===== config.mk =====
export PLATFORM = sky130hd
export DESIGN_NAME = dbl_device_flat
export DESIGN_NICKNAME = d
export VERILOG_FILES = /design/src/logic/dbl_pkg.sv /design/src/logic/dbl_cmd_if.sv /design/src/logic/dbl_device.sv /design/src/flat_wrapper.sv
export SDC_FILE = /design/constraint.sdc
export NUM_CORES = 1
export LEC_CHECK = 0
export BUFFER_PORTS_ARGS = -buffer_cell sky130_fd_sc_hd__buf_2
export CORE_ASPECT_RATIO = 0.5
export CORE_MARGIN = 1
export CORE_UTILIZATION = 30
export CTS_CLUSTER_SIZE = 40
export DETAILED_ROUTE_END_ITERATION = 16
export GPL_TIMING_DRIVEN = 0
export PLACE_DENSITY = 0.47
export SYNTH_ARGS = -nofsm -noshare
export SYNTH_HDL_FRONTEND = slang
export SYNTH_SLANG_ARGS = --single-unit

===== constraint.sdc =====
create_clock -name ref_clk -period 4.13 [get_ports ref_clk]
set_clock_uncertainty 0.2 [all_clocks]
set_input_delay 0.2065 -clock ref_clk [delete_from_list [all_inputs] [get_ports ref_clk]]
set_output_delay 0.2065 -clock ref_clk [all_outputs]
set_load 0.05 [all_outputs]

===== src/logic/dbl_pkg.sv =====
package dbl_pkg;
    // bank count and address widths
    localparam int NUM_BANKS  = 4;
    localparam int BANK_W     = 2;
    localparam int ADDR_W     = 14;
    localparam int AP_BIT     = 10;
    localparam int CNT_W      = 8;
    // timing in ns and clocks (10 MHz reference)
    localparam int CLK_PERIOD_NS = 100;
    localparam int T_RP_NS    = 15;
    localparam int T_RCD_NS   = 15;
    localparam int T_RFC_NS   = 105;
    localparam int T_WTR_NS   = 8;
    localparam int T_WR_NS    = 15;
    localparam int T_MRD_CK   = 2;
    localparam int WTR_MIN_CK = 2;
    localparam int AP_OTHER_CK = 1;
    localparam int RD_WR_EXTRA_CK = 2;
    localparam int CL_DEF     = 3;
    localparam int BL_DEF     = 4;
    function automatic int ck_up(input int ns);
        int c;
        c = (ns + CLK_PERIOD_NS - 1) / CLK_PERIOD_NS;
        return (c < 1) ? 1 : c;
    endfunction
    localparam int T_RP_CK    = ck_up(T_RP_NS);
    localparam int T_RCD_CK   = ck_up(T_RCD_NS);
    localparam int T_RFC_CK   = ck_up(T_RFC_NS);
    localparam int T_WR_CK    = ck_up(T_WR_NS);
    localparam int T_WTR_CK   = (ck_up(T_WTR_NS) > WTR_MIN_CK) ? ck_up(T_WTR_NS) : WTR_MIN_CK;
    // command pin codes {cs_n, ras_n, cas_n, we_n}
    localparam logic [3:0] CMD_NOP  = 4'h7;
    localparam logic [3:0] CMD_ACT  = 4'h3;
    localparam logic [3:0] CMD_RD   = 4'h5;
    localparam logic [3:0] CMD_WR   = 4'h4;
    localparam logic [3:0] CMD_PRE  = 4'h2;
    localparam logic [3:0] CMD_REF  = 4'h1;
    localparam logic [3:0] CMD_LMR  = 4'h0;
    typedef enum logic [3:0] {
        OP_DESEL, OP_NOP, OP_ACT, OP_RD, OP_RDA, OP_WR, OP_WRA,
        OP_PRE, OP_PREA, OP_REF, OP_LMR
    } dbl_op_t;
    typedef enum logic [3:0] {
        BK_IDLE, BK_ACTIVATING, BK_ACTIVE, BK_READ, BK_WRITE,
        BK_RDA, BK_WRA, BK_PRECHARGING
    } dbl_bank_t;
    typedef enum logic [1:0] { GL_NONE, GL_REFRESH, GL_MODE, GL_PREALL } dbl_glob_t;
endpackage


===== src/logic/dbl_cmd_if.sv =====
`timescale 1ns/1ns
interface dbl_cmd_if;
    import dbl_pkg::*;
    logic                csN;
    logic                rasN;
    logic                casN;
    logic                weN;
    logic [BANK_W-1:0]   bank;
    logic [ADDR_W-1:0]   addr;
    modport ctrl (output csN, output rasN, output casN, output weN, output bank, output addr);
    modport dev  (input csN, input rasN, input casN, input weN, input bank, input addr);
endinterface


===== src/logic/dbl_device.sv =====
`timescale 1ns/1ns
module dbl_device
    import dbl_pkg::*;
#(
    parameter int CL = CL_DEF,
    parameter int BL = BL_DEF
) (
    // clock and reset
    input  wire logic                     ref_clk,
    input  wire logic                     resetn,
    // command bus from controller
    dbl_cmd_if.dev                        cmd,
    // status
    output logic [NUM_BANKS*4-1:0]        bankState,
    output logic                          allIdle,
    output logic                          illegalCmd,
    output logic                          cmdTaken
);
    localparam int BURST_CK = BL / 2;

    dbl_bank_t        bankSt_r  [NUM_BANKS];
    logic [CNT_W-1:0] bankCnt_r [NUM_BANKS];
    logic [CNT_W-1:0] burstCnt_r;
    logic             burstRead_r;
    logic [CNT_W-1:0] wtrCnt_r;
    dbl_glob_t        glob_r;
    logic [CNT_W-1:0] globCnt_r;
    dbl_op_t          op;
    logic             bad;
    logic             anyBusy;
    dbl_bank_t        bankEff   [NUM_BANKS];
    logic             globBusy;

    function automatic dbl_op_t decode(input logic [3:0] pins, input logic ap);
        case (pins)
            CMD_NOP: decode = OP_NOP;
            CMD_ACT: decode = OP_ACT;
            CMD_RD:  decode = ap ? OP_RDA : OP_RD;
            CMD_WR:  decode = ap ? OP_WRA : OP_WR;
            CMD_PRE: decode = ap ? OP_PREA : OP_PRE;
            CMD_REF: decode = OP_REF;
            CMD_LMR: decode = OP_LMR;
            default: decode = OP_DESEL;
        endcase
    endfunction

    function automatic logic [CNT_W-1:0] ck(input int n);
        return CNT_W'((n < 1) ? 1 : n);
    endfunction

    // a counter at one means the timing is met at this edge, so a command
    // here is judged against the state that follows, not the one ending
    function automatic dbl_bank_t settle(input dbl_bank_t st, input logic [CNT_W-1:0] cnt);
        if (cnt != CNT_W'(1))
            return st;
        if (st inside {BK_ACTIVATING, BK_READ, BK_WRITE})
            return BK_ACTIVE;
        return BK_IDLE;
    endfunction

    always_comb begin
        op = cmd.csN ? OP_DESEL : decode({1'b0, cmd.rasN, cmd.casN, cmd.weN}, cmd.addr[AP_BIT]);
        globBusy = (glob_r != GL_NONE) && (globCnt_r > CNT_W'(1));
        anyBusy = (burstCnt_r != '0);
        for (int b = 0; b < NUM_BANKS; b++) begin
            bankEff[b] = settle(bankSt_r[b], bankCnt_r[b]);
            if (bankEff[b] != BK_IDLE)
                anyBusy = 1'b1;
        end
    end

    // legality check against the addressed bank and global state
    always_comb begin
        bad = 1'b0;
        if (op != OP_DESEL && op != OP_NOP) begin
            if (globBusy) begin
                bad = 1'b1;
            end else begin
                case (op)
                    OP_REF, OP_LMR: bad = anyBusy;
                    OP_PREA: begin
                        for (int b = 0; b < NUM_BANKS; b++) begin
                            if (bankEff[b] == BK_ACTIVATING || bankEff[b] == BK_RDA ||
                                bankEff[b] == BK_WRA)
                                bad = 1'b1;
                        end
                    end
                    OP_ACT: bad = bankEff[cmd.bank] != BK_IDLE;
                    OP_PRE: bad = !(bankEff[cmd.bank] inside
                                    {BK_IDLE, BK_ACTIVE, BK_READ, BK_WRITE, BK_PRECHARGING});
                    OP_RD, OP_RDA:
                        bad = !(bankEff[cmd.bank] inside {BK_ACTIVE, BK_READ, BK_WRITE}) ||
                              wtrCnt_r != '0 || (burstCnt_r != '0 && !burstRead_r);
                    OP_WR, OP_WRA:
                        bad = !(bankEff[cmd.bank] inside {BK_ACTIVE, BK_READ, BK_WRITE}) ||
                              (burstCnt_r != '0 && burstRead_r);
                    default: bad = 1'b0;
                endcase
            end
        end
    end

    // per-bank state and down-counters
    always_ff @(posedge ref_clk) begin
        for (int b = 0; b < NUM_BANKS; b++) begin
            if (!resetn) begin
                bankSt_r[b]  <= BK_IDLE;
                bankCnt_r[b] <= '0;
            end else if (!bad && op == OP_PREA) begin
                bankSt_r[b]  <= BK_IDLE;
                bankCnt_r[b] <= '0;
            end else if (!bad && cmd.bank == BANK_W'(b) &&
                         op inside {OP_ACT, OP_RD, OP_RDA, OP_WR, OP_WRA, OP_PRE}) begin
                case (op)
                    OP_ACT: begin
                        bankSt_r[b]  <= BK_ACTIVATING;
                        bankCnt_r[b] <= ck(T_RCD_CK);
                    end
                    OP_RD: begin
                        bankSt_r[b]  <= BK_READ;
                        bankCnt_r[b] <= ck(BURST_CK);
                    end
                    OP_WR: begin
                        bankSt_r[b]  <= BK_WRITE;
                        bankCnt_r[b] <= ck(CL - 1 + BURST_CK);
                    end
                    OP_RDA: begin
                        bankSt_r[b]  <= BK_RDA;
                        bankCnt_r[b] <= ck(BURST_CK + T_RP_CK);
                    end
                    OP_WRA: begin
                        bankSt_r[b]  <= BK_WRA;
                        bankCnt_r[b] <= ck(CL - 1 + BURST_CK + T_WR_CK + T_RP_CK);
                    end
                    default: begin
                        bankSt_r[b]  <= BK_PRECHARGING;
                        bankCnt_r[b] <= ck(T_RP_CK);
                    end
                endcase
            end else if (bankCnt_r[b] > CNT_W'(1)) begin
                bankCnt_r[b] <= bankCnt_r[b] - CNT_W'(1);
            end else if (bankCnt_r[b] == CNT_W'(1)) begin
                bankCnt_r[b] <= '0;
                bankSt_r[b]  <= bankEff[b];
            end
        end
    end

    // global states: refresh, mode load, precharge all
    always_ff @(posedge ref_clk) begin
        if (!resetn) begin
            glob_r    <= GL_NONE;
            globCnt_r <= '0;
        end else if (!bad && op == OP_REF) begin
            glob_r    <= GL_REFRESH;
            globCnt_r <= ck(T_RFC_CK);
        end else if (!bad && op == OP_LMR) begin
            glob_r    <= GL_MODE;
            globCnt_r <= ck(T_MRD_CK);
        end else if (!bad && op == OP_PREA) begin
            glob_r    <= GL_PREALL;
            globCnt_r <= ck(T_RP_CK);
        end else if (globCnt_r > CNT_W'(1)) begin
            globCnt_r <= globCnt_r - CNT_W'(1);
        end else begin
            globCnt_r <= '0;
            glob_r    <= GL_NONE;
        end
    end

    // shared data bus tracking for turnaround spacing
    always_ff @(posedge ref_clk) begin
        if (!resetn) begin
            burstCnt_r  <= '0;
            burstRead_r <= 1'b0;
            wtrCnt_r    <= '0;
        end else begin
            if (!bad && op inside {OP_RD, OP_RDA}) begin
                burstCnt_r  <= ck(BURST_CK + RD_WR_EXTRA_CK - 1);
                burstRead_r <= 1'b1;
            end else if (!bad && op inside {OP_WR, OP_WRA}) begin
                burstCnt_r  <= ck(BURST_CK - 1);
                burstRead_r <= 1'b0;
            end else if (burstCnt_r != '0) begin
                burstCnt_r <= burstCnt_r - CNT_W'(1);
            end
            if (!bad && op inside {OP_WR, OP_WRA})
                wtrCnt_r <= ck(CL - 1 + BURST_CK + T_WTR_CK - 1);
            else if (wtrCnt_r != '0)
                wtrCnt_r <= wtrCnt_r - CNT_W'(1);
        end
    end

    // registered status outputs
    always_ff @(posedge ref_clk) begin
        if (!resetn) begin
            bankState  <= '0;
            allIdle    <= 1'b1;
            illegalCmd <= 1'b0;
            cmdTaken   <= 1'b0;
        end else begin
            for (int b = 0; b < NUM_BANKS; b++)
                bankState[b*4 +: 4] <= bankSt_r[b];
            allIdle    <= !anyBusy && !globBusy;
            illegalCmd <= bad;
            cmdTaken   <= !bad && op != OP_DESEL && op != OP_NOP;
        end
    end
endmodule


===== src/flat_wrapper.sv =====
// flat-port wrapper written by rule: the top's interface ports become plain ports
module dbl_device_flat import dbl_pkg::*;
#(
    parameter int CL = CL_DEF,
    parameter int BL = BL_DEF
)
  (ref_clk, resetn, bankState, allIdle, illegalCmd, cmdTaken, cmd_csN, cmd_rasN, cmd_casN, cmd_weN, cmd_bank, cmd_addr);
  dbl_cmd_if cmd_i ();
  input  wire logic ref_clk;
  input  wire logic resetn;
  output logic [NUM_BANKS*4-1:0] bankState;
  output logic allIdle;
  output logic illegalCmd;
  output logic cmdTaken;
  input wire logic [$bits(cmd_i.csN)-1:0] cmd_csN;
  input wire logic [$bits(cmd_i.rasN)-1:0] cmd_rasN;
  input wire logic [$bits(cmd_i.casN)-1:0] cmd_casN;
  input wire logic [$bits(cmd_i.weN)-1:0] cmd_weN;
  input wire logic [$bits(cmd_i.bank)-1:0] cmd_bank;
  input wire logic [$bits(cmd_i.addr)-1:0] cmd_addr;
  assign cmd_i.csN = cmd_csN;
  assign cmd_i.rasN = cmd_rasN;
  assign cmd_i.casN = cmd_casN;
  assign cmd_i.weN = cmd_weN;
  assign cmd_i.bank = cmd_bank;
  assign cmd_i.addr = cmd_addr;
  dbl_device #(.CL(CL), .BL(BL)) u_core (.ref_clk(ref_clk), .resetn(resetn), .cmd(cmd_i), .bankState(bankState), .allIdle(allIdle), .illegalCmd(illegalCmd), .cmdTaken(cmdTaken));
endmodule

## Yosys cells after proc, flatten, opt, wreduce, memory -nomap -nowiden

Memory sizes are Yosys's and may differ from the RTL's.
Index checks and enable logic that the tools add are counted.

- Reduce and logical (&&, ||, !) cells: 70
- Magnitude comparators: 6
- Mux-type cells: 280
- Bitwise gates (word level): 71
- Eq/ne operators: 57
- Add/sub/neg operators: 7

Operators by type and width:

| cell | number |
|---|---|
| 8-bit two-way mux | 36 |
| 4-bit two-way mux | 52 |
| 1-bit two-way mux | 175 |
| 4-bit by 3-bit equality test with 1-bit output, second input constant | 18 |
| 1-bit OR | 68 |
| 8-bit by 1-bit subtractor with 8-bit output, second input constant | 7 |
| 8-bit by 1-bit greater-than comparator with 1-bit output, second input constant | 5 |
| 4-bit by 1-bit equality test with 1-bit output, second input constant | 8 |
| 4-bit by 2-bit equality test with 1-bit output, second input constant | 8 |
| 8-bit by 1-bit equality test with 1-bit output, second input constant | 4 |
| 8-bit by 1-bit != test with 1-bit output, second input constant | 4 |
| 4-bit case mux with 7 select lines | 1 |
| 4-bit nonzero test | 6 |
| 2-bit two-way mux | 11 |
| 1-bit logical AND | 20 |
| 3-bit nonzero test | 6 |
| 8-bit nonzero test | 2 |
| 4-bit equality test, second input constant | 3 |
| 1-bit logical OR | 11 |
| 2-bit nonzero test | 5 |
| 2-bit OR reduction | 5 |
| 5-bit OR reduction | 2 |
| 3-bit equality test, second input constant | 3 |
| 3-bit two-way mux | 3 |
| other kinds (18) | 28 |

- Input bits: 22
- Output and inout bits: 19
- Register bits after elaboration: 46
- Word-level logic and storage cells: 507
- Memories: 2
- RAM bits: 48

Memories:

| name | depth | bits a word | read ports | clocked after Yosys merged registers in | write ports | line | RTL |
|---|---|---|---|---|---|---|---|
| u_core.bankCnt_r | 4 | 8 | 4 | 0 | 4 | dbl_device.sv:22 | `logic [CNT_W-1:0] bankCnt_r [NUM_BANKS];` |
| u_core.bankSt_r | 4 | 4 | 4 | 0 | 4 | dbl_device.sv:21 | `dbl_bank_t bankSt_r [NUM_BANKS];` |

## Logic depth before layout (Yosys ltp)

An unclocked memory read counts as a cell.

- Word-level depth: 33
- Depth in mapped cells: 13
- Gate-level depth less buffers: 11

## Least setup slack after synthesis

Ideal clock, no wire load.

- Kind: register -> register
- Start point: memory u_core.bankCnt_r[0][1]
- End point: memory u_core.bankCnt_r[1][0], enable pin
- Library setup time: 0.334 ns
- Required time: 3.596 ns
- Clock period less this slack: 3.571 ns
- Path slack: 0.559 ns
- Cell stages (with the launch flop): 13
- Path buffers: 1
- Arrival time: 3.036 ns
- Cell sequence: edfxtp_1 > inv_1 > ha_1 > or3b_2 > o211a_1 > nor4_2 > nor2b_1 > a211oi_2 > o211a_4 > nand3_4 > buf_6 > o211ai_1 > nand2b_1

RTL lines:

| what | line |
|---|---|
| start: declaration | dbl_device.sv:22 |

==> summary.txt <==
SETUP PATH
------------------------------------------------------------------------------------
Required arrival time at the worst endpoint                                  4.00 ns
Highest-delay cell along the critical path                              sky130_fd_sc_hd__o311ai_0
Worst EP arrival                                                             3.75 ns
Reg-to-reg critical path startpoint                                     u_core.bankCnt_r[2][4]
Crit path launch type                                                           flop
Endpoint of the worst-slack reg-to-reg timing path                      u_core.bankSt_r[0][1]
Maximum fanout along the worst path                                                7
Class of the most critical setup path                                   flop to flop
Worst reg-to-reg setup slack                                                 0.25 ns
Crit path capture type                                                          flop
Largest stage delay on the critical path                                     0.52 ns
Chain of cells forming the critical path                                nor4_4 -> nand3_1 -> o311ai_0 -> o211ai_1 -> or3_1 -> o211a_4 -> and2_1 -> nand2b_4 -> or3b_1
Number of cells traversed by the worst register-to-register path                   9

DIE
------------------------------------------------------------------------------------
CORE AREA                                                                 16,680 µm²
Die outline width                                                           188.5 µm
Die Span Y                                                                  95.25 µm
Area of the die                                                           17,950 µm²
Number of placed I/O pins                                                         41
Initial Utilization                                                           31.28%
Core Rows                                                                         33

STA
------------------------------------------------------------------------------------
Endpoints failing hold                                                             0
Accumulated negative setup slack                                                0 ns
Tightest Pin Transition                                                    0.7463 ns
Final cycle utilization of the critical path                                  93.95%
Max transition margin                                                         50.24%
Setup repair after global routing missed its margin                               no
Worst-case hold slack                                                      0.2644 ns
Period minus WS final                                                       3.880 ns
Achievable frequency                                                       257.7 MHz
Number of pins exceeding their max-slew limit in the final report                  0
Number of failing setup endpoints in the final timing report                       0

YOSYS
------------------------------------------------------------------------------------
Top FF cell, synth                                                      sky130_fd_sc_hd__edfxtp_1
Yosys top cell area share                                                     27.63%
Top cell type by total area after synthesis                             sky130_fd_sc_hd__edfxtp_1
Synth Instances                                                                  539
Area of the mapped netlist                                                  5218 µm²
Library cells used by synthesis                                                   73
Most common cell in the netlist                                         sky130_fd_sc_hd__nor2_1
Synth warn                                                                         0
Post-synthesis sequential area ratio                                          45.28%
Post-synth EDFFs                                                                  48
Share of flip-flops with an asynchronous set or reset after synthesis             0%
Mean post-synth cell area                                                  9.680 µm²
Top post-synthesis cells by area                                        sky130_fd_sc_hd__edfxtp_1, sky130_fd_sc_hd__dfxtp_1, sky130_fd_sc_hd__nor2_1
Number of flip-flops and latches in the synthesized netlist                       94
Leading cell types by count after synthesis                             sky130_fd_sc_hd__nor2_1, sky130_fd_sc_hd__edfxtp_1, sky130_fd_sc_hd__dfxtp_1

PWR
------------------------------------------------------------------------------------
Worst supply voltage drop on vdd                                            168.4 µV
Cell area power density                                                 680.5 nW/µm²
Leak pwr                                                                    2.227 nW

DETAILED ROUTING
------------------------------------------------------------------------------------
DRC                                                                                0
Routed length per instance                                                  16.33 µm
DRT antenna net count                                                              0
Total via count in the routed design                                           4,171
Number of DRC markers in iteration 0                                             344
Detailed-routing iteration count for the pre-antenna-repair pass                   5
Detailed-route vias per instance                                               5.143
Routed Wire Length                                                          13.24 mm

GRT
------------------------------------------------------------------------------------
Global-route wire length before repair                                      21.24 mm
Overall routing resource usage                                                15.44%
Largest net degree at the start of global routing                                 15
Antenna violations before repair                                                   0
Number of global-route vias before repair                                      3,817
Overflow after GRT                                                                 0

PLACEMENT
------------------------------------------------------------------------------------
# port buffers                                                                    22
Final weighted congestion of routability-driven global placement              0.8708
Final HPWL DP                                                               9.753 mm
Placed cell count                                                                792

MIN PATH
------------------------------------------------------------------------------------
Hold crit path type                                                     input pin to flop
Worst Hold Depth                                                                   3
Worst hold start                                                            cmd_casN
Hold worst-path end                                                     u_core.globCnt_r[1]

CTS
------------------------------------------------------------------------------------
Buffer type at the clock tree root                                      sky130_fd_sc_hd__clkbuf_16
TritonCTS clock tree                                                             yes
CTS Buf Count                                                                      9
TritonCTS Sinks                                                                   94
Worst skew pair latency                                                      0.34 ns
# hold bufs at CTS                                                                 0
Clock slew at reported path FFs                                              0.06 ns
H-tree level count                                                                 3
Clock buffer depth                                                                 2

FINISH
------------------------------------------------------------------------------------
Fraction of final layout cells sized beyond drive strength 1                  14.04%
Post-layout nets                                                                 614
Layout area overhead                                                          14.46%
Total inserted antenna cells                                                       0
Finished Layout Cells                                                            811

FLOW RUN
------------------------------------------------------------------------------------
Number of maximum-capacitance violations                                           0

STATUS
------------------------------------------------------------------------------------
Status                                                                  finished clean

[through the flow]
stage	worst slack, ns	utilization [%]	area, µm²	total power [mW]
finish	0.2498	35.80	5972	4.064
global route	0.05200	35.80	5972	4.381
CTS	0.04847	35.57	5933	4.088
detailed placement	-0.2560	33.79	5637	3.261
global placement	-0.2438	33.71	5623	3.252
floorplan	0.5595	-	5229	2.877
[layout by cell type, fill, tap and decap left out, types with 8 or more instances in the layout]
master	instances
sky130_fd_sc_hd__clkbuf_16	9
sky130_fd_sc_hd__nor3_1	31
sky130_fd_sc_hd__o22ai_1	10
sky130_fd_sc_hd__ha_1	13
sky130_fd_sc_hd__dfxtp_1	46
sky130_fd_sc_hd__nor2_1	69
sky130_fd_sc_hd__edfxtp_1	48
sky130_fd_sc_hd__and2_1	16
sky130_fd_sc_hd__o211ai_1	9
sky130_fd_sc_hd__inv_1	21
sky130_fd_sc_hd__a21oi_1	21
sky130_fd_sc_hd__nand3_1	15
sky130_fd_sc_hd__nand2_1	37
sky130_fd_sc_hd__xor2_1	13
sky130_fd_sc_hd__clkbuf_1	16
sky130_fd_sc_hd__buf_2	23
sky130_fd_sc_hd__xnor2_1	25
sky130_fd_sc_hd__nand2b_1	9
sky130_fd_sc_hd__o21ai_0	10
sky130_fd_sc_hd__mux2i_1	8
[flip-flops by register name, indices dropped and copies added, names as in the netlist]
name	cells
u_core.bankCnt_r	32
u_core.bankSt_r	16
u_core.bankState	16
u_core.burstCnt_r	8
u_core.globCnt_r	8
u_core.wtrCnt_r	8
u_core.glob_r	2
u_core.allIdle	1
u_core.burstRead_r	1
u_core.cmdTaken	1
u_core.illegalCmd	1
[worst max-delay path by stage]
stage / cells after the start / slack [ns] / startpoint / end
2_1_floorplan: 12 / 0.56 / u_core.bankCnt_r[0][1] / u_core.bankCnt_r[1][0]
3_3_place_gp: 12 / -0.24 / u_core.bankCnt_r[0][1] / u_core.bankCnt_r[1][4]
3_5_place_dp: 12 / -0.26 / u_core.bankCnt_r[0][1] / u_core.bankCnt_r[1][3]
4_1_cts: 12 / 0.05 / u_core.bankCnt_r[0][1] / u_core.bankCnt_r[3][0]
5_1_grt: 10 / 0.05 / u_core.bankCnt_r[2][4] / u_core.bankCnt_r[3][0]
6_report: 9 / 0.25 / u_core.bankCnt_r[2][4] / u_core.bankSt_r[0][1]
[area by class of cell]
cell class,instances,area [µm²]
Tap cell,227,284.0
Multi-Input combinational cell,407,2721
Sequential cell,94,2362
Fill cell,1715,10710
Inverter,21,78.83
Clock buffer,13,270.3
Clock inverter,3,16.27
Buffer,20,98.84
Timing Repair Buffer,26,140.1
[kinds of logic (layout without fill, tap and decap cells)]
logic type / after synthesis / in the layout / share of synthesized area (%)
AO/OA/AOI/OAI: 98 / 98 / 14.10
XOR/XNOR: 38 / 38 / 6.379
adder cells (fa/ha/maj): 13 / 13 / 3.118
buffers and inverters: 41 / 83 / 3.405
flip-flops: 94 / 94 / 45.28
multiplexers: 10 / 10 / 2.182
other: 1 / 4 / 0.07187
AND/OR/NAND/NOR: 244 / 244 / 25.47
[repair_timing]
action	CTS	global route
setup buffers	1	2
resized for setup	1	5
endpoints found under the setup margin	8	56
pin swaps	1	2
[report_power, final]
| group | switching (mW) | internal, mW | leakage [nW] |
|---|---|---|---|
| registers | 0.241 | 1.30 | 0.915 |
| logic | 1.00 | 0.712 | 1.17 |
| clock network | 0.346 | 0.456 | 0.146 |
[critical path, delay by kind of cell (launching register included)]
kind             cells  cell delay [ns]
AND/OR/NAND/NOR      6             1.97
AO/OA/AOI/OAI        3             0.98
flip-flops           1             0.46
[layer usage]
| layer | vias up | track usage [%] | wire (µm) |
|---|---|---|---|
| li1 | 2053 | - | - |
| met1 | 2013 | 22.56 | 6921 |
| met2 | 97 | 22.79 | 5562 |
| met3 | 8 | 3.681 | 661 |
| met4 | 0 | 3.427 | 96 |
| met5 | - | 0 | 0 |
Note: power is estimated with default switching activity, not from simulation.
